[config.mk]
export PLATFORM = sky130hd
export DESIGN_NAME = hbc_ctrl
export DESIGN_NICKNAME = d
export VERILOG_FILES = /design/src/hw/hbc_pkg.sv /design/src/hw/hbc_if.sv /design/src/hw/hbc_port.sv /design/src/hw/hbc_ctrl.sv
export VERILOG_INCLUDE_DIRS = /design/src /design/src/hw
export SDC_FILE = /design/constraint.sdc
export NUM_CORES = 1
export LEC_CHECK = 0
export BUFFER_PORTS_ARGS = -buffer_cell sky130_fd_sc_hd__buf_2
export CAP_MARGIN = 20
export CELL_PAD_IN_SITES_DETAIL_PLACEMENT = 1
export CELL_PAD_IN_SITES_GLOBAL_PLACEMENT = 1
export CORE_ASPECT_RATIO = 0.9
export CORE_MARGIN = 8
export CORE_UTILIZATION = 46
export CTS_CLUSTER_SIZE = 24
export DETAILED_ROUTE_END_ITERATION = 12
export PLACE_DENSITY_LB_ADDON = 0.1
export SLEW_MARGIN = 0
export SYNTH_ARGS = -nofsm -noshare
export SYNTH_HDL_FRONTEND = slang
export SYNTH_SLANG_ARGS = --single-unit
[constraint.sdc]
create_clock -name ref_clk_in -period 2.5 [get_ports ref_clk_in]
set_input_delay 0.625 -clock ref_clk_in [delete_from_list [all_inputs] [get_ports ref_clk_in]]
set_output_delay 0.625 -clock ref_clk_in [all_outputs]
set_load 0.01 [all_outputs]
[src/hw/hbc_defs.svh]
// Constants for the data link controller host: device map, field positions, own register map
// Overview of operation
// - Mask write precedes each status read; ones refresh and clear, zeros hold.
// - Polled read is followed by writing back the value ANDed with the mask.
// - Setup selects this controller as link source, enables it, clears legacy enables.
// - Setup masks the four legacy data link interrupts.
// - Receive arms code-change and packet-start; code read when present, stop when cleared.
// - After packet start, arm end or not-empty; read flags then a byte while nonempty.
// - On closing byte keep or drop packet by good flag, rearm packet start.
// - New message starts only after transmit-empty; then arm half-empty interrupt.
// - Bytes written only while transmit-full reads zero; otherwise wait for interrupt.
// - End-of-message bit set before last byte; then arm message-end interrupt.
// - After message end, read transmit underrun flag to judge the packet.
// - Code sending writes the code first, then sets the send-enable bit.
`ifndef HBC_DEFS_SVH
`define HBC_DEFS_SVH
// ************************************************************
// Device register offsets
// ************************************************************
`define HBC_DEV_HCR      8'h00
`define HBC_DEV_HSR      8'h01
`define HBC_DEV_CONTROLLER_EVENT_MASK     8'h02
`define HBC_DEV_RECEIVE_INFO_STATUS     8'h03
`define HBC_DEV_CODE_CHANGE_EVENT     8'h04
`define HBC_DEV_RHFR     8'h05
`define HBC_DEV_TRANSMIT_INFO_STATUS     8'h06
`define HBC_DEV_TRANSMIT_CODE_REGISTER     8'h07
`define HBC_DEV_THFR     8'h08
`define HBC_DEV_TCR1     8'h10
`define HBC_DEV_CCR2     8'h11
`define HBC_DEV_IMR2     8'h12
// ************************************************************
// Device field positions and masks
// ************************************************************
`define HBC_HSR_CODE     7
`define HBC_HSR_PEND     6
`define HBC_HSR_PSTART   5
`define HBC_HSR_RECEIVE_HALF_FULL_EVENT    4
`define HBC_HSR_RNE      3
`define HBC_HSR_TRANSMIT_HALF_EMPTY_EVENT    2
`define HBC_HSR_TNF      1
`define HBC_HSR_MEND     0
`define HBC_HCR_IDLE     5
`define HBC_HCR_EOM      2
`define HBC_RHI_OPEN     3
`define HBC_RHI_CLOSE    2
`define HBC_RHI_GOOD     1
`define HBC_RHI_EMPTY    0
`define HBC_THI_EMPTY    0
`define HBC_THI_FULL     1
`define HBC_THI_UNDER    2
`define HBC_CODE_CHANGE_EVENT_NOW     6
`define HBC_CODE_CHANGE_EVENT_LATCH   7
`define HBC_TRANSMIT_CODE_REGISTER_EN      6
`define HBC_TRANSMIT_CODE_REGISTER_SEND    7
`define HBC_TCR1_SET     8'h04
`define HBC_TRANSMIT_CODE_REGISTER_SET     8'h40
`define HBC_CCR2_CLR     8'h33
`define HBC_IMR2_CLR     8'h1e
`define HBC_STROBE_CYC   2
// ************************************************************
// Own register word indexes
// ************************************************************
`define HBC_REG_CTRL     3'h0
`define HBC_REG_STATUS   3'h1
`define HBC_REG_TXDATA   3'h2
`define HBC_REG_RXDATA   3'h3
`define HBC_REG_CODE     3'h4
`define HBC_REG_EVENTS   3'h5
`endif

[src/hw/hbc_pkg.sv]
// Types for the data link controller host
package hbc_pkg;
  typedef enum logic [4:0] {
    ST_IDLE = 5'b00000, ST_ACC = 5'b00001, ST_SR1 = 5'b00010, ST_SR2 = 5'b00011,
    ST_SR3 = 5'b00100, ST_EVT0 = 5'b00101, ST_EVT = 5'b00110, ST_UDR = 5'b00111,
    ST_CODE = 5'b01000, ST_RX2 = 5'b01001, ST_RX3 = 5'b01010, ST_TXE = 5'b01011,
    ST_TXF = 5'b01100, ST_TXW = 5'b01101, ST_TXD = 5'b01110, ST_MASK = 5'b01111,
    ST_BOC1 = 5'b10000, ST_BOC2 = 5'b10001, ST_INIT_RD = 5'b10010, ST_INIT_WR = 5'b10011,
    ST_INIT_HCR = 5'b10100
  } hbc_state_t;
  typedef enum logic [1:0] {TX_NONE = 2'b00, TX_FILL = 2'b01, TX_END = 2'b10} hbc_txph_t;
  typedef enum logic [1:0] {PT_IDLE = 2'b00, PT_SETUP = 2'b01, PT_STRB = 2'b10, PT_HOLD = 2'b11} hbc_pst_t;
  typedef struct packed {
    hbc_state_t st, ret, sr_ret;
    logic       acc_wr;
    logic [7:0] acc_addr, acc_wdata, rd, sr_addr, sr_mask, sr_val, evt;
    logic [1:0] idx;
    hbc_txph_t  txph;
    logic       tx_wait, rx_pkt, rx_run;
    logic [2:0] rx_flags;
    logic       init_req, cfg_idle, cfg_rx, setup_done;
    logic       tx_slot, tx_last;
    logic [7:0] tx_byte;
    logic       code_req;
    logic [5:0] code_tx, code_rx;
    logic       code_now, rx_valid;
    logic [10:0] rx_data;
    logic [4:0] events;
    logic       rd_ack;
    logic [31:0] rdata;
  } hbc_regs_t;
  typedef struct packed {
    hbc_pst_t   pst;
    logic [7:0] cnt, addr, dout, rdata;
    logic       oe, cs_b, rd_b, wr_b;
  } hbc_pregs_t;
endpackage

[src/hw/hbc_if.sv]
// Access request channel between the sequencer and the parallel port driver
`timescale 1ns/100ps
`default_nettype none
interface hbc_if;
  logic       req;
  logic       wr;
  logic [7:0] addr;
  logic [7:0] wdata;
  logic [7:0] rdata;
  logic       done;
  modport ctrl (output req, wr, addr, wdata, input rdata, done);
  modport port (input req, wr, addr, wdata, output rdata, done);
endinterface
`default_nettype wire

[src/hw/hbc_port.sv]
// Parallel port driver: one register read or write on the device pins per request
`timescale 1ns/100ps
`default_nettype none
`include "hbc_defs.svh"
module hbc_port #(
  parameter int unsigned STROBE_CYC = `HBC_STROBE_CYC
) (
  input  wire logic       ref_clk_in,
  input  wire logic       rst_b_in,
  input  wire logic       ce_in,
  hbc_if.port             acc,
  output logic [7:0]      dev_addr_out,
  output logic [7:0]      dev_data_out,
  output logic            dev_data_oe_out,
  output logic            dev_cs_b_out,
  output logic            dev_rd_b_out,
  output logic            dev_wr_b_out,
  input  wire logic [7:0] dev_data_in
);
  localparam hbc_pkg::hbc_pregs_t PRST = '{pst: hbc_pkg::PT_IDLE, cnt: 8'h00, addr: 8'h00, dout: 8'h00,
                                           rdata: 8'h00, oe: 1'b0, cs_b: 1'b1, rd_b: 1'b1, wr_b: 1'b1};
  hbc_pkg::hbc_pregs_t p;
  hbc_pkg::hbc_pregs_t next_p;

  // ************************************************************
  // Access sequence: setup, strobe, hold
  // ************************************************************
  always_comb begin
    next_p = p;
    unique case (p.pst)
      hbc_pkg::PT_IDLE: begin
        if (acc.req) begin
          next_p.pst  = hbc_pkg::PT_SETUP;
          next_p.cs_b = 1'b0;
          next_p.addr = acc.addr;
          next_p.dout = acc.wdata;
          next_p.oe   = acc.wr;
        end
      end
      hbc_pkg::PT_SETUP: begin
        next_p.pst  = hbc_pkg::PT_STRB;
        next_p.rd_b = acc.wr;
        next_p.wr_b = ~acc.wr;
        next_p.cnt  = 8'(STROBE_CYC - 1);
      end
      hbc_pkg::PT_STRB: begin
        if (p.cnt == 8'h00) begin
          next_p.pst  = hbc_pkg::PT_HOLD;
          next_p.rd_b = 1'b1;
          next_p.wr_b = 1'b1;
          if (!acc.wr) begin
            next_p.rdata = dev_data_in;
          end
        end else begin
          next_p.cnt = p.cnt - 8'h01;
        end
      end
      hbc_pkg::PT_HOLD: begin
        // Data stays driven through hold so the device latches a settled byte
        next_p.pst  = hbc_pkg::PT_IDLE;
        next_p.cs_b = 1'b1;
        next_p.oe   = 1'b0;
      end
    endcase
  end

  always_ff @(posedge ref_clk_in or negedge rst_b_in) begin
    if (!rst_b_in) begin
      p <= PRST;
    end else if (ce_in) begin
      p <= next_p;
    end
  end

  assign acc.done        = (p.pst == hbc_pkg::PT_HOLD);
  assign acc.rdata       = p.rdata;
  assign dev_addr_out    = p.addr;
  assign dev_data_out    = p.dout;
  assign dev_data_oe_out = p.oe;
  assign dev_cs_b_out    = p.cs_b;
  assign dev_rd_b_out    = p.rd_b;
  assign dev_wr_b_out    = p.wr_b;
endmodule
`default_nettype wire

[src/hw/hbc_ctrl.sv]
// Data link controller host: software registers over Avalon-MM and device sequencing
//
// Local design decisions: the address map and the Avalon-MM register port.
`timescale 1ns/100ps
`default_nettype none
`include "hbc_defs.svh"
module hbc_ctrl #(
  parameter int unsigned STROBE_CYC = `HBC_STROBE_CYC
) (
  input  wire logic        ref_clk_in,
  input  wire logic        rst_b_in,
  input  wire logic        ce_in,
  input  wire logic [2:0]  avs_address_in,
  input  wire logic        avs_read_in,
  input  wire logic        avs_write_in,
  input  wire logic [31:0] avs_writedata_in,
  output logic [31:0]      avs_readdata_out,
  output logic             avs_waitrequest_out,
  output logic [7:0]       dev_addr_out,
  input  wire logic [7:0]  dev_data_in,
  output logic [7:0]       dev_data_out,
  output logic             dev_data_oe_out,
  output logic             dev_cs_b_out,
  output logic             dev_rd_b_out,
  output logic             dev_wr_b_out,
  input  wire logic        dev_int_b_in
);
  hbc_pkg::hbc_regs_t r;
  hbc_pkg::hbc_regs_t next_r;
  logic               wr_block;
  logic [23:0]        init_w;
  hbc_if              bus ();

  // ************************************************************
  // Helpers
  // ************************************************************
  function automatic hbc_pkg::hbc_regs_t acc_f(input hbc_pkg::hbc_regs_t s, input logic wr,
                                               input logic [7:0] a, input logic [7:0] d,
                                               input hbc_pkg::hbc_state_t ret);
    s.acc_wr    = wr;
    s.acc_addr  = a;
    s.acc_wdata = d;
    s.ret       = ret;
    s.st        = hbc_pkg::ST_ACC;
    return s;
  endfunction

  function automatic hbc_pkg::hbc_regs_t sr_f(input hbc_pkg::hbc_regs_t s, input logic [7:0] a,
                                              input logic [7:0] m, input hbc_pkg::hbc_state_t ret);
    s.sr_addr = a;
    s.sr_mask = m;
    s.sr_ret  = ret;
    s.st      = hbc_pkg::ST_SR1;
    return s;
  endfunction

  function automatic logic [7:0] bit_f(input int unsigned pos);
    bit_f = 8'h01 << pos;
  endfunction

  function automatic logic [7:0] controller_event_mask_f(input logic rx_en, input logic rx_pkt,
                                        input hbc_pkg::hbc_txph_t ph);
    controller_event_mask_f = 8'h00;
    if (rx_en) begin
      controller_event_mask_f[`HBC_HSR_CODE] = 1'b1;
      if (rx_pkt) begin
        controller_event_mask_f[`HBC_HSR_PEND] = 1'b1;
        controller_event_mask_f[`HBC_HSR_RNE]  = 1'b1;
      end else begin
        controller_event_mask_f[`HBC_HSR_PSTART] = 1'b1;
      end
    end
    controller_event_mask_f[`HBC_HSR_TRANSMIT_HALF_EMPTY_EVENT] = (ph == hbc_pkg::TX_FILL);
    controller_event_mask_f[`HBC_HSR_MEND]  = (ph == hbc_pkg::TX_END);
  endfunction

  function automatic logic [7:0] hcr_f(input logic idle, input logic end_of_message_ctl);
    hcr_f = 8'h00;
    hcr_f[`HBC_HCR_IDLE] = idle;
    hcr_f[`HBC_HCR_EOM]  = end_of_message_ctl;
  endfunction

  // Read-modify-write table: address, bits to set, bits to clear
  function automatic logic [23:0] init_f(input logic [1:0] i);
    unique case (i)
      2'h0: init_f = {`HBC_DEV_TCR1, `HBC_TCR1_SET, 8'h00};
      2'h1: init_f = {`HBC_DEV_TRANSMIT_CODE_REGISTER, `HBC_TRANSMIT_CODE_REGISTER_SET, 8'h00};
      2'h2: init_f = {`HBC_DEV_CCR2, 8'h00, `HBC_CCR2_CLR};
      2'h3: init_f = {`HBC_DEV_IMR2, 8'h00, `HBC_IMR2_CLR};
    endcase
  endfunction

  function automatic logic [31:0] rmux_f(input hbc_pkg::hbc_regs_t s, input logic [2:0] a);
    unique case (a)
      `HBC_REG_CTRL:   rmux_f = {29'h0, s.cfg_rx, s.cfg_idle, 1'b0};
      `HBC_REG_STATUS: rmux_f = {24'h0, s.setup_done, s.st != hbc_pkg::ST_IDLE, s.tx_slot, s.tx_wait,
                                 s.rx_valid, s.rx_pkt, s.txph};
      `HBC_REG_RXDATA: rmux_f = {s.rx_valid, 20'h0, s.rx_data};
      `HBC_REG_CODE:   rmux_f = {23'h0, s.code_now, 2'h0, s.code_rx};
      `HBC_REG_EVENTS: rmux_f = {27'h0, s.events};
      default:         rmux_f = 32'h0000_0000;
    endcase
  endfunction

  // ************************************************************
  // Software port and device sequencer
  // ************************************************************
  assign wr_block = ((avs_address_in == `HBC_REG_TXDATA) && r.tx_slot) ||
                    ((avs_address_in == `HBC_REG_CODE) && r.code_req);
  assign init_w = init_f(r.idx);

  always_comb begin
    next_r = r;
    // One wait state on reads keeps read data registered
    next_r.rd_ack = avs_read_in && !r.rd_ack;
    if (avs_read_in && !r.rd_ack) begin
      next_r.rdata = rmux_f(r, avs_address_in);
    end
    if (avs_read_in && r.rd_ack) begin
      // Only what the captured word showed is consumed, so a late arrival survives
      if ((avs_address_in == `HBC_REG_RXDATA) && r.rdata[31]) begin
        next_r.rx_valid = 1'b0;
      end
      if (avs_address_in == `HBC_REG_EVENTS) begin
        next_r.events = r.events & ~r.rdata[4:0];
      end
    end
    if (avs_write_in && !wr_block) begin
      unique case (avs_address_in)
        `HBC_REG_CTRL: begin
          next_r.cfg_idle = avs_writedata_in[1];
          next_r.cfg_rx   = avs_writedata_in[2];
          if (avs_writedata_in[0]) begin
            next_r.init_req = 1'b1;
          end
        end
        `HBC_REG_TXDATA: begin
          next_r.tx_slot = 1'b1;
          next_r.tx_byte = avs_writedata_in[7:0];
          next_r.tx_last = avs_writedata_in[8];
        end
        `HBC_REG_CODE: begin
          next_r.code_req = 1'b1;
          next_r.code_tx  = avs_writedata_in[5:0];
        end
        default: begin
        end
      endcase
    end

    unique case (r.st)
      hbc_pkg::ST_IDLE: begin
        if (r.init_req) begin
          next_r.init_req   = 1'b0;
          next_r.setup_done = 1'b0;
          next_r.idx        = 2'h0;
          next_r.txph       = hbc_pkg::TX_NONE;
          next_r.tx_wait    = 1'b0;
          next_r.rx_pkt     = 1'b0;
          next_r.rx_run     = 1'b0;
          next_r.st         = hbc_pkg::ST_INIT_RD;
        end else if (r.setup_done) begin
          if (r.code_req) begin
            next_r.st = hbc_pkg::ST_BOC1;
          end else if (!dev_int_b_in) begin
            next_r = sr_f(next_r, `HBC_DEV_HSR, controller_event_mask_f(r.cfg_rx, r.rx_pkt, r.txph), hbc_pkg::ST_EVT0);
          end else if (r.rx_run && !r.rx_valid) begin
            next_r = sr_f(next_r, `HBC_DEV_RECEIVE_INFO_STATUS, 8'hff, hbc_pkg::ST_RX2);
          end else if (r.tx_slot && !r.tx_wait && (r.txph == hbc_pkg::TX_NONE)) begin
            next_r = sr_f(next_r, `HBC_DEV_TRANSMIT_INFO_STATUS, bit_f(`HBC_THI_EMPTY), hbc_pkg::ST_TXE);
          end else if (r.tx_slot && !r.tx_wait && (r.txph == hbc_pkg::TX_FILL)) begin
            next_r = sr_f(next_r, `HBC_DEV_TRANSMIT_INFO_STATUS, bit_f(`HBC_THI_FULL), hbc_pkg::ST_TXF);
          end
        end
      end
      hbc_pkg::ST_ACC: begin
        if (bus.done) begin
          next_r.rd = bus.rdata;
          next_r.st = r.ret;
        end
      end
      hbc_pkg::ST_SR1: next_r = acc_f(next_r, 1'b1, r.sr_addr, r.sr_mask, hbc_pkg::ST_SR2);
      hbc_pkg::ST_SR2: next_r = acc_f(next_r, 1'b0, r.sr_addr, 8'h00, hbc_pkg::ST_SR3);
      hbc_pkg::ST_SR3: begin
        // Write-back clears bits that latched between mask write and read
        next_r.sr_val = r.rd & r.sr_mask;
        next_r = acc_f(next_r, 1'b1, r.sr_addr, r.rd & r.sr_mask, r.sr_ret);
      end
      hbc_pkg::ST_EVT0: begin
        next_r.evt = r.sr_val;
        next_r.st  = hbc_pkg::ST_EVT;
      end
      hbc_pkg::ST_EVT: begin
        if (r.evt[`HBC_HSR_MEND]) begin
          next_r.evt[`HBC_HSR_MEND] = 1'b0;
          if (r.txph == hbc_pkg::TX_END) begin
            next_r = sr_f(next_r, `HBC_DEV_TRANSMIT_INFO_STATUS, bit_f(`HBC_THI_UNDER), hbc_pkg::ST_UDR);
          end
        end else if (r.evt[`HBC_HSR_CODE]) begin
          next_r.evt[`HBC_HSR_CODE] = 1'b0;
          next_r = sr_f(next_r, `HBC_DEV_CODE_CHANGE_EVENT, 8'hff, hbc_pkg::ST_CODE);
        end else if (r.evt[`HBC_HSR_PSTART]) begin
          next_r.evt[`HBC_HSR_PSTART] = 1'b0;
          next_r.rx_pkt = 1'b1;
          next_r.rx_run = 1'b1;
          next_r.st     = hbc_pkg::ST_MASK;
        end else if (r.evt[`HBC_HSR_PEND] || r.evt[`HBC_HSR_RNE] || r.evt[`HBC_HSR_RECEIVE_HALF_FULL_EVENT]) begin
          next_r.evt = r.evt & ~(bit_f(`HBC_HSR_PEND) | bit_f(`HBC_HSR_RNE) | bit_f(`HBC_HSR_RECEIVE_HALF_FULL_EVENT));
          next_r.rx_run = r.rx_pkt;
        end else if (r.evt[`HBC_HSR_TRANSMIT_HALF_EMPTY_EVENT] || r.evt[`HBC_HSR_TNF]) begin
          next_r.evt = r.evt & ~(bit_f(`HBC_HSR_TRANSMIT_HALF_EMPTY_EVENT) | bit_f(`HBC_HSR_TNF));
          next_r.tx_wait = 1'b0;
        end else begin
          next_r.st = hbc_pkg::ST_IDLE;
        end
      end
      hbc_pkg::ST_UDR: begin
        next_r.events[0] = 1'b1;
        next_r.events[1] = next_r.events[1] | r.sr_val[`HBC_THI_UNDER];
        next_r.txph      = hbc_pkg::TX_NONE;
        next_r.st        = hbc_pkg::ST_MASK;
      end
      hbc_pkg::ST_CODE: begin
        if (r.sr_val[`HBC_CODE_CHANGE_EVENT_LATCH]) begin
          next_r.code_rx = r.sr_val[5:0];
        end
        next_r.code_now  = r.sr_val[`HBC_CODE_CHANGE_EVENT_NOW];
        next_r.events[4] = 1'b1;
        next_r.st        = hbc_pkg::ST_EVT;
      end
      hbc_pkg::ST_RX2: begin
        if (r.sr_val[`HBC_RHI_EMPTY]) begin
          next_r.rx_run = 1'b0;
          next_r.st     = hbc_pkg::ST_IDLE;
        end else begin
          next_r.rx_flags = {r.sr_val[`HBC_RHI_OPEN], r.sr_val[`HBC_RHI_CLOSE], r.sr_val[`HBC_RHI_GOOD]};
          next_r = acc_f(next_r, 1'b0, `HBC_DEV_RHFR, 8'h00, hbc_pkg::ST_RX3);
        end
      end
      hbc_pkg::ST_RX3: begin
        next_r.rx_valid = 1'b1;
        next_r.rx_data  = {r.rx_flags, r.rd};
        next_r.st       = hbc_pkg::ST_IDLE;
        if (r.rx_flags[1]) begin
          next_r.events[2] = next_r.events[2] | r.rx_flags[0];
          next_r.events[3] = next_r.events[3] | ~r.rx_flags[0];
          next_r.rx_pkt    = 1'b0;
          next_r.rx_run    = 1'b0;
          next_r.st        = hbc_pkg::ST_MASK;
        end
      end
      hbc_pkg::ST_TXE: begin
        next_r.st = hbc_pkg::ST_IDLE;
        if (r.sr_val[`HBC_THI_EMPTY]) begin
          next_r.txph = hbc_pkg::TX_FILL;
          next_r.st   = hbc_pkg::ST_MASK;
        end
      end
      hbc_pkg::ST_TXF: begin
        if (r.sr_val[`HBC_THI_FULL]) begin
          next_r.tx_wait = 1'b1;
          next_r.st      = hbc_pkg::ST_IDLE;
        end else if (r.tx_last) begin
          // Device drops the end bit itself after the last byte leaves
          next_r = acc_f(next_r, 1'b1, `HBC_DEV_HCR, hcr_f(r.cfg_idle, 1'b1), hbc_pkg::ST_TXW);
        end else begin
          next_r.st = hbc_pkg::ST_TXW;
        end
      end
      hbc_pkg::ST_TXW: next_r = acc_f(next_r, 1'b1, `HBC_DEV_THFR, r.tx_byte, hbc_pkg::ST_TXD);
      hbc_pkg::ST_TXD: begin
        next_r.tx_slot = 1'b0;
        next_r.st      = hbc_pkg::ST_IDLE;
        if (r.tx_last) begin
          next_r.txph = hbc_pkg::TX_END;
          next_r.st   = hbc_pkg::ST_MASK;
        end
      end
      hbc_pkg::ST_MASK: begin
        next_r = acc_f(next_r, 1'b1, `HBC_DEV_CONTROLLER_EVENT_MASK, controller_event_mask_f(r.cfg_rx, r.rx_pkt, r.txph), hbc_pkg::ST_IDLE);
      end
      hbc_pkg::ST_BOC1: begin
        next_r = acc_f(next_r, 1'b1, `HBC_DEV_TRANSMIT_CODE_REGISTER, bit_f(`HBC_TRANSMIT_CODE_REGISTER_EN) | {2'h0, r.code_tx},
                       hbc_pkg::ST_BOC2);
      end
      hbc_pkg::ST_BOC2: begin
        next_r.code_req = 1'b0;
        next_r = acc_f(next_r, 1'b1, `HBC_DEV_TRANSMIT_CODE_REGISTER,
                       bit_f(`HBC_TRANSMIT_CODE_REGISTER_EN) | bit_f(`HBC_TRANSMIT_CODE_REGISTER_SEND) | {2'h0, r.code_tx},
                       hbc_pkg::ST_IDLE);
      end
      hbc_pkg::ST_INIT_RD: begin
        next_r = acc_f(next_r, 1'b0, init_w[23:16], 8'h00, hbc_pkg::ST_INIT_WR);
      end
      hbc_pkg::ST_INIT_WR: begin
        next_r.idx = r.idx + 2'h1;
        next_r = acc_f(next_r, 1'b1, init_w[23:16], (r.rd & ~init_w[7:0]) | init_w[15:8],
                       (r.idx == 2'h3) ? hbc_pkg::ST_INIT_HCR : hbc_pkg::ST_INIT_RD);
      end
      hbc_pkg::ST_INIT_HCR: begin
        next_r.setup_done = 1'b1;
        next_r = acc_f(next_r, 1'b1, `HBC_DEV_HCR, hcr_f(r.cfg_idle, 1'b0), hbc_pkg::ST_MASK);
      end
      default: next_r.st = hbc_pkg::ST_IDLE;
    endcase
  end

  always_ff @(posedge ref_clk_in or negedge rst_b_in) begin
    if (!rst_b_in) begin
      r <= '0;
    end else if (ce_in) begin
      r <= next_r;
    end
  end

  // ************************************************************
  // Outputs
  // ************************************************************
  assign bus.req   = (r.st == hbc_pkg::ST_ACC);
  assign bus.wr    = r.acc_wr;
  assign bus.addr  = r.acc_addr;
  assign bus.wdata = r.acc_wdata;
  assign avs_readdata_out    = r.rdata;
  assign avs_waitrequest_out = !ce_in || (avs_read_in && !r.rd_ack) || (avs_write_in && wr_block);

  hbc_port #(
    .STROBE_CYC (STROBE_CYC)
  ) u_port (
    .ref_clk_in      (ref_clk_in),
    .rst_b_in        (rst_b_in),
    .ce_in           (ce_in),
    .acc             (bus.port),
    .dev_addr_out    (dev_addr_out),
    .dev_data_out    (dev_data_out),
    .dev_data_oe_out (dev_data_oe_out),
    .dev_cs_b_out    (dev_cs_b_out),
    .dev_rd_b_out    (dev_rd_b_out),
    .dev_wr_b_out    (dev_wr_b_out),
    .dev_data_in     (dev_data_in)
  );
endmodule
`default_nettype wire

==> impl_metrics.tcl, run 1 <==
set metrics [dict create \
    num_vias 7292 \
    synth_top_family_by_area "simple AND/OR/NAND/NOR gates" \
    grt_pass1_vias 7804 \
    synth_cell_types 78 \
    fin_skew_ps 12.24 \
    post_drt_wl_per_cell_um 22.90 \
    final_cell_area_sq_um 10410 \
    netlist.area_leader.share_pct 45.77 \
    setup_tns_ps 0 \
    dp_cells 1205 \
    ys.warnings.count 0 \
    avgSynthCellArea_sq_um 10.09 \
    pre_cts_slack_ps 65.57 \
    muxShareOfSynthArea_pct 13.73 \
    cp_top_family "simple AND/OR/NAND/NOR gates" \
    max_stage_delay_ps 610 \
    die-area_sq_um 24220 \
    boundaryPins 102 \
    synth_flop_cell "dfrtp_1" \
    final_cells 1237 \
    ys_seq_elements 167 \
    clk_path_buf_depth 2 \
    vias_per_cell 5.895 \
    cts-root-buf "clkbuf_16" \
    drc_errors 0 \
    maxCapViolations 0 \
    synthTopCellsByArea "dfrtp_1, mux2_2, nand2_1, buf_4, o21ai_0" \
    fin_ws_ps 55.52 \
    required_ps 2800 \
    syn_to_final_growth_pct 16.07 \
    grt_first_pass_wirelength_um 45070 \
    hold_viol_final 0 \
    p_per_area_nw_per_um2 1029 \
    cts_post_setup_buffers_inserted 0 \
    grt_max_degree 113 \
    path_max_fanout 9 \
    p_total_mw 10.71 \
    crit_chain "buf_4, or2_2, nor2_1, nor3_1, a21boi_0, o22ai_1" \
    drt-pass1-iter-count 5 \
    hold_path.class "primary input to asynchronous set/reset pin" \
    initial_utilization_pct 46.81 \
    critical_path_class "flop to flop" \
    outcome "finished, final reports clean" \
    fin_crit_sh_pct 97.78 \
    cts_tree "built" \
    timing.hold.ws_ps 159.6 \
    antenna_found_initial 0 \
    synth_compound_area_share_pct 14.32 \
    fillers 2150 \
    grt_setup_unrepaired "no" \
    drt_iter0_markers 560 \
    netlist_instances 889 \
    cp_slowest_cell "dfrtp_1" \
    p_leak_nw 4.896 \
    clk_pin_slew_worst_paths_ps 70 \
    diodes 0 \
    tightest_slew_ps 671.7 \
    finalMaxSlewViolations 0 \
    clock_latency_ps 440 \
    ctsHtreeMaxLevel 4 \
    finalNetCount 1033 \
    coreArea_sq_um 19160 \
    synthSimpleGateAreaFrac_pct 15.52 \
    netlist_area_sq_um 8967 \
    place_area_sq_um 9771 \
    async_flop_share_pct 100.0 \
    cts_buffers 17 \
    crit_arrival_ps 2750 \
    yosysTopAreaCell "dfrtp_1" \
    path_buf_inv 1 \
    cp.depth 6 \
    drive_gt1_share_pct 29.69 \
    globalRouteOverflowTotal 0 \
    finalSetupViolations 0 \
    cp-end-kind "flop" \
    vdd_drop_max_mv 0.5689 \
    ff2ff_path_depth 6 \
    synth-xor-area-share_pct 0.4883 \
    cts.sink_count 167 \
    synth_fa_ha_area_share_pct 1.395 \
    ant_nets 0 \
    start_kind "flop" \
    port_buffers 58 \
    synth_edf_count 0 \
    fp.dieH_um 148.5 \
    fmax_mhz 409.1 \
    rows 48 \
    wirelength_um 28330 \
    gp_congestion 0.9219 \
    yosysSeqAreaShare_pct 46.64 \
    fin_crit_ps 2444 \
    dieWidth_um 163.2 \
    maxSlewHeadroom_pct 54.64 \
    place_hpwl_um 21470 \
    grt_util_all_layers_pct 24.14 \
    fin_util_pct 54.33 \
]
path summary, 6_finish.rpt:
kind / startpoint / endpoint / slack, ps
hold / removal: rst_b_in / u_port.p[31] / 160
setup reg to reg: r[156] / r[87] / 60
min in group ref_clk_in: dev_data_in[1] / u_port.acc.rdata[1] / 410
max in group asynchronous: rst_b_in / r[158] / 1690
hold reg to reg: r[90] / r[90] / 480
setup / recovery: r[156] / r[87] / 60
registers in the layout, summed over array words and instances, names as in the netlist:
name and count:
r 104, avs_readdata_out 12, u_port.p 10, bus.wdata 8
u_port.acc.rdata 8, u_port.dev_data_out 8, bus.addr 6, u_port.dev_addr_out 6
bus.wr 1, u_port.dev_cs_b_out 1, u_port.dev_data_oe_out 1, u_port.dev_rd_b_out 1
u_port.dev_wr_b_out 1
layout make-up:
type                    instances  area, sq um  share of cell area [%]
clock inverters                14        178.9                   1.719
repair buffers                143         1005                   9.653
inverters                      31        116.4                   1.118
multi-input cells             614         4173                   40.09
well taps                     250        312.8                   3.005
flip-flops and latches        167         4184                   40.20
clock buffers                  18        439.2                   4.219
cell families (layout without fill, tap and decap cells):
logic type      count (synthesis)  in the layout
other cells                     1             20
compound gates                191            191
fa+ha+maj                      10             10
flops                         167            167
simple gates                  281            281
buf+inv                       127            206
mux                           107            107
xor+xnor                        5              5
power breakdown:
part / leakage [nW] / internal, mW / switching [mW] / total (mW)
sequential: 2.22 / 3.28 / 0.525 / 3.81
clock: 0.303 / 1.47 / 1.28 / 2.75
combinational: 2.37 / 1.80 / 2.35 / 4.15
cell usage after synthesis (all sizes together) (4+ instances only):
library cell and count:
nor2 54, dfrtp 164, o21ai 65, a221o 5, or3 7, clkbuf 26, nand2 115, a22o 10
nand2b 11, o211ai 6, a211oi 4, mux2 93, ha 10, a32o 4, a22oi 13, nand3b 5
xor2 5, a32oi 4, inv 31, nor3b 4, a21oi 33, nand3 21, a31oi 11, buf 70
nor2b 21, mux2i 12, nor3 20, and3 6
timing repair:
item / in CTS / in global routing
setup endpoints to repair: 0 / 12
hold buffers: 0 / 0
resized for setup: 0 / 5
metal layers:
layer / vias up / GRT usage [%] / wire length, um
met5: - / 0 / 0
met4: 0 / 8.753 / 714
met3: 51 / 4.780 / 1693
met2: 264 / 37.78 / 13400
met1: 3720 / 32.66 / 12520
li1: 3257 / - / -
cells in the final DEF, fill, tap and decap left out, types with 4 or more instances in the layout:
cell	n
nor2b_1	21
nor3_1	16
conb_1	20
nand3_1	21
a21oi_1	31
a221o_1	5
nand2b_1	11
buf_2	57
dfrtp_1	163
a22o_1	10
ha_1	10
inv_8	5
a32o_1	4
clkbuf_16	17
nor2_1	51
xor2_1	5
buf_12	5
inv_1	31
and3_1	6
buf_4	79
o21ai_0	63
or3_1	7
o211ai_1	6
mux2_4	5
clkinv_4	4
nand2_1	115
mux2_2	87
a22oi_1	13
mux2i_1	12
nand3b_1	5
a31oi_1	11
No activity file was read; power rests on OpenSTA's default activity.
==> run 2, diff against run 1 <==
- CORE_ASPECT_RATIO: 0.9 -> 0.7
==> run 2 against run 1 <==
  * Register-to-register slack barely moved
  * Critical path depth unchanged
  * Count of clock-buffer cells in the layout is the same
  * Largest cell class unchanged
==> impl_metrics.tcl, run 2 (synthesized netlist as in run 1, its figures left out) <==
set metrics [dict create \
    outcome "finished, final reports clean" \
    initial_utilization_pct 47.14 \
    drc_errors 0 \
    fillers 2110 \
    rrSetupSlack_ps 60 \
    grt_setup_unrepaired "yes" \
    ctsHtreeMaxLevel 4 \
    ff2ff_path_depth 6 \
    met1_length_um 13670 \
    globalRouteOverflowTotal 0 \
    fp.dieH_um 132.8 \
    layout_common_cells "dfrtp_1, nand2_1, mux2_2" \
    drt_iter0_markers 514 \
    fin_crit_sh_pct 97.77 \
    fin_crit_ps 2444 \
    grt_first_pass_wirelength_um 46030 \
    critical_path_class "flop to flop" \
    crit_chain "or3b_1, o41ai_4, or3b_4, a21oi_4, buf_4, mux2_4" \
    dieWidth_um 182.9 \
    hold_path.class "primary input to asynchronous set/reset pin" \
    p_per_area_nw_per_um2 1030 \
    post_drt_wl_per_cell_um 22.94 \
    p_leak_nw 4.890 \
    maxSlewHeadroom_pct 54.20 \
    die-area_sq_um 24290 \
    crit_arrival_ps 2770 \
    rows 42 \
    cp-end-kind "flop" \
    vdd_drop_max_mv 0.4307 \
    cts_post_setup_buffers_inserted 0 \
    regMostFlops "r" \
    finalNetCount 1034 \
    maxCapViolations 0 \
    path_max_fanout 12 \
    reg2reg_to "r[114]" \
    rr_startpoint "r[159]" \
    grt_pass1_vias 7704 \
    largest_register_ffs 104 \
    num_vias 7276 \
    finalSetupViolations 0 \
    max_stage_delay_ps 600 \
    grt_max_degree 71 \
    clock_latency_ps 440 \
    cts-root-buf "clkbuf_16" \
    antenna_found_initial 0 \
    drt-pass1-iter-count 5 \
    maxUsedRoutingLayer "met4" \
    tightest_slew_ps 681.8 \
    finalMaxSlewViolations 0 \
    ant_nets 0 \
    port_buffers 58 \
    clk_pin_slew_worst_paths_ps 80 \
    cts.sink_count 167 \
    wl_met3_um 1941 \
    place_hpwl_um 21960 \
    cp_top_family "simple AND/OR/NAND/NOR gates" \
    clk_path_buf_depth 2 \
    drive_gt1_share_pct 29.96 \
    timing.hold.ws_ps 97.96 \
    fin_skew_ps 14.05 \
    diodes 0 \
    dr_wl_met2_um 12720 \
    path_buf_inv 1 \
    cts_buffers 17 \
    setup_tns_ps 0 \
    hold_viol_final 0 \
    gp_congestion 0.9080 \
    cts_tree "built" \
    vias_per_cell 5.812 \
    coreArea_sq_um 19020 \
    cp_slowest_cell "dfrtp_1" \
    grt_util_all_layers_pct 24.38 \
    mostFrequentLayoutCell "dfrtp_1" \
    boundaryPins 102 \
    fmax_mhz 409.1 \
    start_kind "flop" \
    syn_to_final_growth_pct 16.49 \
    wirelength_um 28730 \
    required_ps 2820 \
    fin_util_pct 54.91 \
]
==> run 2: worst reg2reg max path: cells and delay by family (launching register included) <==
| kind | cells | cell delay, ps |
|---|---|---|
| muxes | 1 | 310 |
| DFF | 1 | 600 |
| and+or+nand+nor | 2 | 860 |
| buffers and inverters | 1 | 220 |
| AOI/OAI and AO/OA | 2 | 350 |
==> run 2: final cells by class <==
cell class              instances  area [sq um]  share of cell area [%]
multi-input cells             614          4180                   40.02
clock buffers                  18         429.2                   4.108
inverters                      31         116.4                   1.114
repair buffers                144          1025                   9.810
well taps                     264         330.3                   3.162
clock inverters                14         181.4                   1.737
flip-flops and latches        167          4184                   40.05
==> run 2: how the worst max path moves through the flow <==
stage,startpoint,end,slack [ps],cells past startpoint
detailed placement,ce_in,r[81],-70,8
global route,r[159],r[114],-2,6
floorplan,avs_address_in[2],avs_waitrequest_out,330,4
global placement,ce_in,r[81],-190,8
finish,r[159],r[114],60,6
CTS,r[155],r[106],70,7
==> run 2: timing repair <==
| action | 4_1_cts | 5_1_grt |
|---|---|---|
| gates resized for setup | 1 | 7 |
| hold buffers | 0 | 0 |
| setup endpoints to repair | 1 | 20 |
==> run 2: power by group <==
part	internal, mW	leakage [nW]	switching [mW]
clock network	1.44	0.290	1.30
logic	1.84	2.38	2.40
registers	3.29	2.22	0.498
total	6.56	4.89	4.20
==> run 2: stage by stage <==
step / total power [mW] / std cells / setup WS [ps] / instance area (sq um)
after floorplan: 6.352 / 908 / 331.6 / 9039
after global placement: 7.783 / 1219 / -185.9 / 9793
after detailed placement: 7.969 / 1220 / -74.15 / 9808
after CTS: 10.74 / 1252 / 72.93 / 10420
after global routing: 11.32 / 1252 / -2.405 / 10450
final: 10.76 / 1252 / 55.86 / 10450
==> run 2: per-layer routing <==
| metal | up-vias | GRT usage (%) |
|---|---|---|
| met5 | - | 0 |
| met4 | 0 | 5.270 |
| met3 | 31 | 4.840 |
| met2 | 242 | 36.75 |
| met1 | 3740 | 35.61 |
| li1 | 3263 | - |
==> run 3, diff against run 2 <==
- CORE_UTILIZATION: 46 -> 48
- CTS_BUF_LIST: unset -> sky130_fd_sc_hd__clkbuf_8
- REMOVE_ABC_BUFFERS: unset -> 1
==> run 3 against run 2 <==
  * Power down 7.6%
  * Die area down 3.7%
  * Maximum frequency up 2.0%
  * Wire length down 1.4%
  * Cell count down 3.5%
  * Design area down 3.7%
  * Clock skew up 2.4 ps
  * First-iteration DRC count up 3.5%
  * Non-clock buffer count down 16
  * Clock power down 23%
  * Sequential share of layout area up 1.5 points
  * Via count down 0.30%
  * Largest power group unchanged
==> impl_metrics.tcl, run 3 (synthesized netlist as in run 1, its figures left out) <==
set metrics [dict create \
    outcome "finished, final reports clean" \
    timing.hold.ws_ps 360.5 \
    cp_slowest_cell "or3b_1" \
    required_ps 2870 \
    maxCapViolations 0 \
    fin_crit_ps 2395 \
    rr_startpoint "r[159]" \
    drt-pass1-iter-count 6 \
    crit_chain "or3b_1, o41ai_4, or3b_4, a21oi_4, buf_4, mux2_4" \
    grt_first_pass_wirelength_um 44360 \
    cts-root-buf "clkbuf_8" \
    grt_max_degree 58 \
    ff2ff_path_depth 6 \
    hold_path.class "primary input to flop" \
    critical_path_class "flop to flop" \
    mostFrequentLayoutCell "dfrtp_1" \
    grt_util_all_layers_pct 25.15 \
    fp.dieH_um 130.4 \
    cts_tree "built" \
    drc_errors 0 \
    place_area_sq_um 9613 \
    coreArea_sq_um 18160 \
    max_stage_delay_ps 610 \
    syn_to_final_growth_pct 12.24 \
    drt_iter0_markers 532 \
    die-area_sq_um 23380 \
    maxSlewHeadroom_pct 51.30 \
    vias_per_cell 6.005 \
    grt_pass1_vias 7706 \
    ctsHtreeMaxLevel 4 \
    num_vias 7254 \
    finalNetCount 1018 \
    cts.sink_count 167 \
    initial_utilization_pct 49.38 \
    finalSetupViolations 0 \
    place_hpwl_um 21560 \
    dieWidth_um 179.4 \
    clock_latency_ps 480 \
    regMostFlops "r" \
    min_from "dev_data_in[4]" \
    cts_buffers 17 \
    path_max_fanout 8 \
    fin_crit_sh_pct 95.82 \
    clk_path_buf_depth 2 \
    drive_gt1_share_pct 28.40 \
    port_buffers 58 \
    globalRouteOverflowTotal 0 \
    fmax_mhz 417.5 \
    final_cell_area_sq_um 10060 \
    hold_viol_final 0 \
    worstSetupStartpoint "r[159]" \
    grt_setup_unrepaired "no" \
    wirelength_um 28310 \
    crit_arrival_ps 2760 \
    fin_ws_ps 104.5 \
    vdd_drop_max_mv 0.5863 \
    fin_util_pct 55.42 \
    cp-end-kind "flop" \
    boundaryPins 102 \
    start_kind "flop" \
    largest_register_ffs 104 \
    clk_pin_slew_worst_paths_ps 110 \
    tightest_slew_ps 724.3 \
    min_path_cells 2 \
    p_leak_nw 4.725 \
    fin_skew_ps 16.43 \
    antenna_found_initial 0 \
    layout_common_cells "dfrtp_1, nand2_1, mux2_2" \
    rows 41 \
    diodes 0 \
    reg2reg_to "r[113]" \
    rrSetupSlack_ps 100 \
    hold_end "u_port.acc.rdata[4]" \
    p_per_area_nw_per_um2 987.7 \
    gp_congestion 0.9159 \
    finalMaxSlewViolations 0 \
    ant_nets 0 \
    post_drt_wl_per_cell_um 23.44 \
    pre_cts_slack_ps -90.86 \
    cts_post_setup_buffers_inserted 0 \
]
-- run 3: worst max path at each step --
stage	cells after the start	slack, ps	endpoint
after detailed placement	7	-90	r[81]
after global placement	7	-130	r[81]
after global routing	6	30	r[157]
final	6	100	r[113]
after CTS	7	40	r[81]
after floorplan	5	-310	bus.addr[0]
-- run 3: final cells by class --
cell class                      instances  area [sq um]
Sequential cell                       167          4184
Fill cell                            2026          8095
Clock inverter                         14         186.4
Inverter                               31         116.4
Tap cell                              236         295.3
Timing Repair Buffer                  128         874.6
Clock buffer                           18         247.7
Multi-Input combinational cell        614          4160
-- run 3: layer usage --
layer / vias up / track usage, % / wire length (um)
li1: 3227 / - / -
met1: 3712 / 34.76 / 13010
met2: 272 / 39.15 / 12790
met3: 43 / 5.974 / 2086
met4: 0 / 6.738 / 423
met5: - / 0 / 0
-- run 3: what timing repair did --
item | 4_1_cts | 5_1_grt
setup endpoints to repair | 1 | 1
hold buffers | 1 | 0
hold endpoints to repair | 14 | 0
gates resized for setup | 2 | 1
-- run 3: worst max-delay path: cells and delay by family, from the launching register on --
| family | cells | cell delay [ps] |
|---|---|---|
| multiplexers | 1 | 320 |
| buffers and inverters | 1 | 200 |
| flip-flops | 1 | 460 |
| AO/OA/AOI/OAI | 2 | 480 |
| AND/OR/NAND/NOR | 2 | 820 |
-- run 3: stage by stage --
step                total power, mW  TNS (ps)  cells
finish                        9.941         0   1208
global route                  10.47         0   1208
CTS                           9.931         0   1208
detailed placement            7.808    -90.86   1175
global placement              7.618    -131.1   1175
floorplan                     6.039     -5837    812
-- run 3: power by group --
part / internal, mW / switching, mW / total (mW)
clock network: 0.881 / 1.22 / 2.10
logic: 1.71 / 2.33 / 4.04
registers: 3.28 / 0.512 / 3.79
total: 5.87 / 4.07 / 9.94
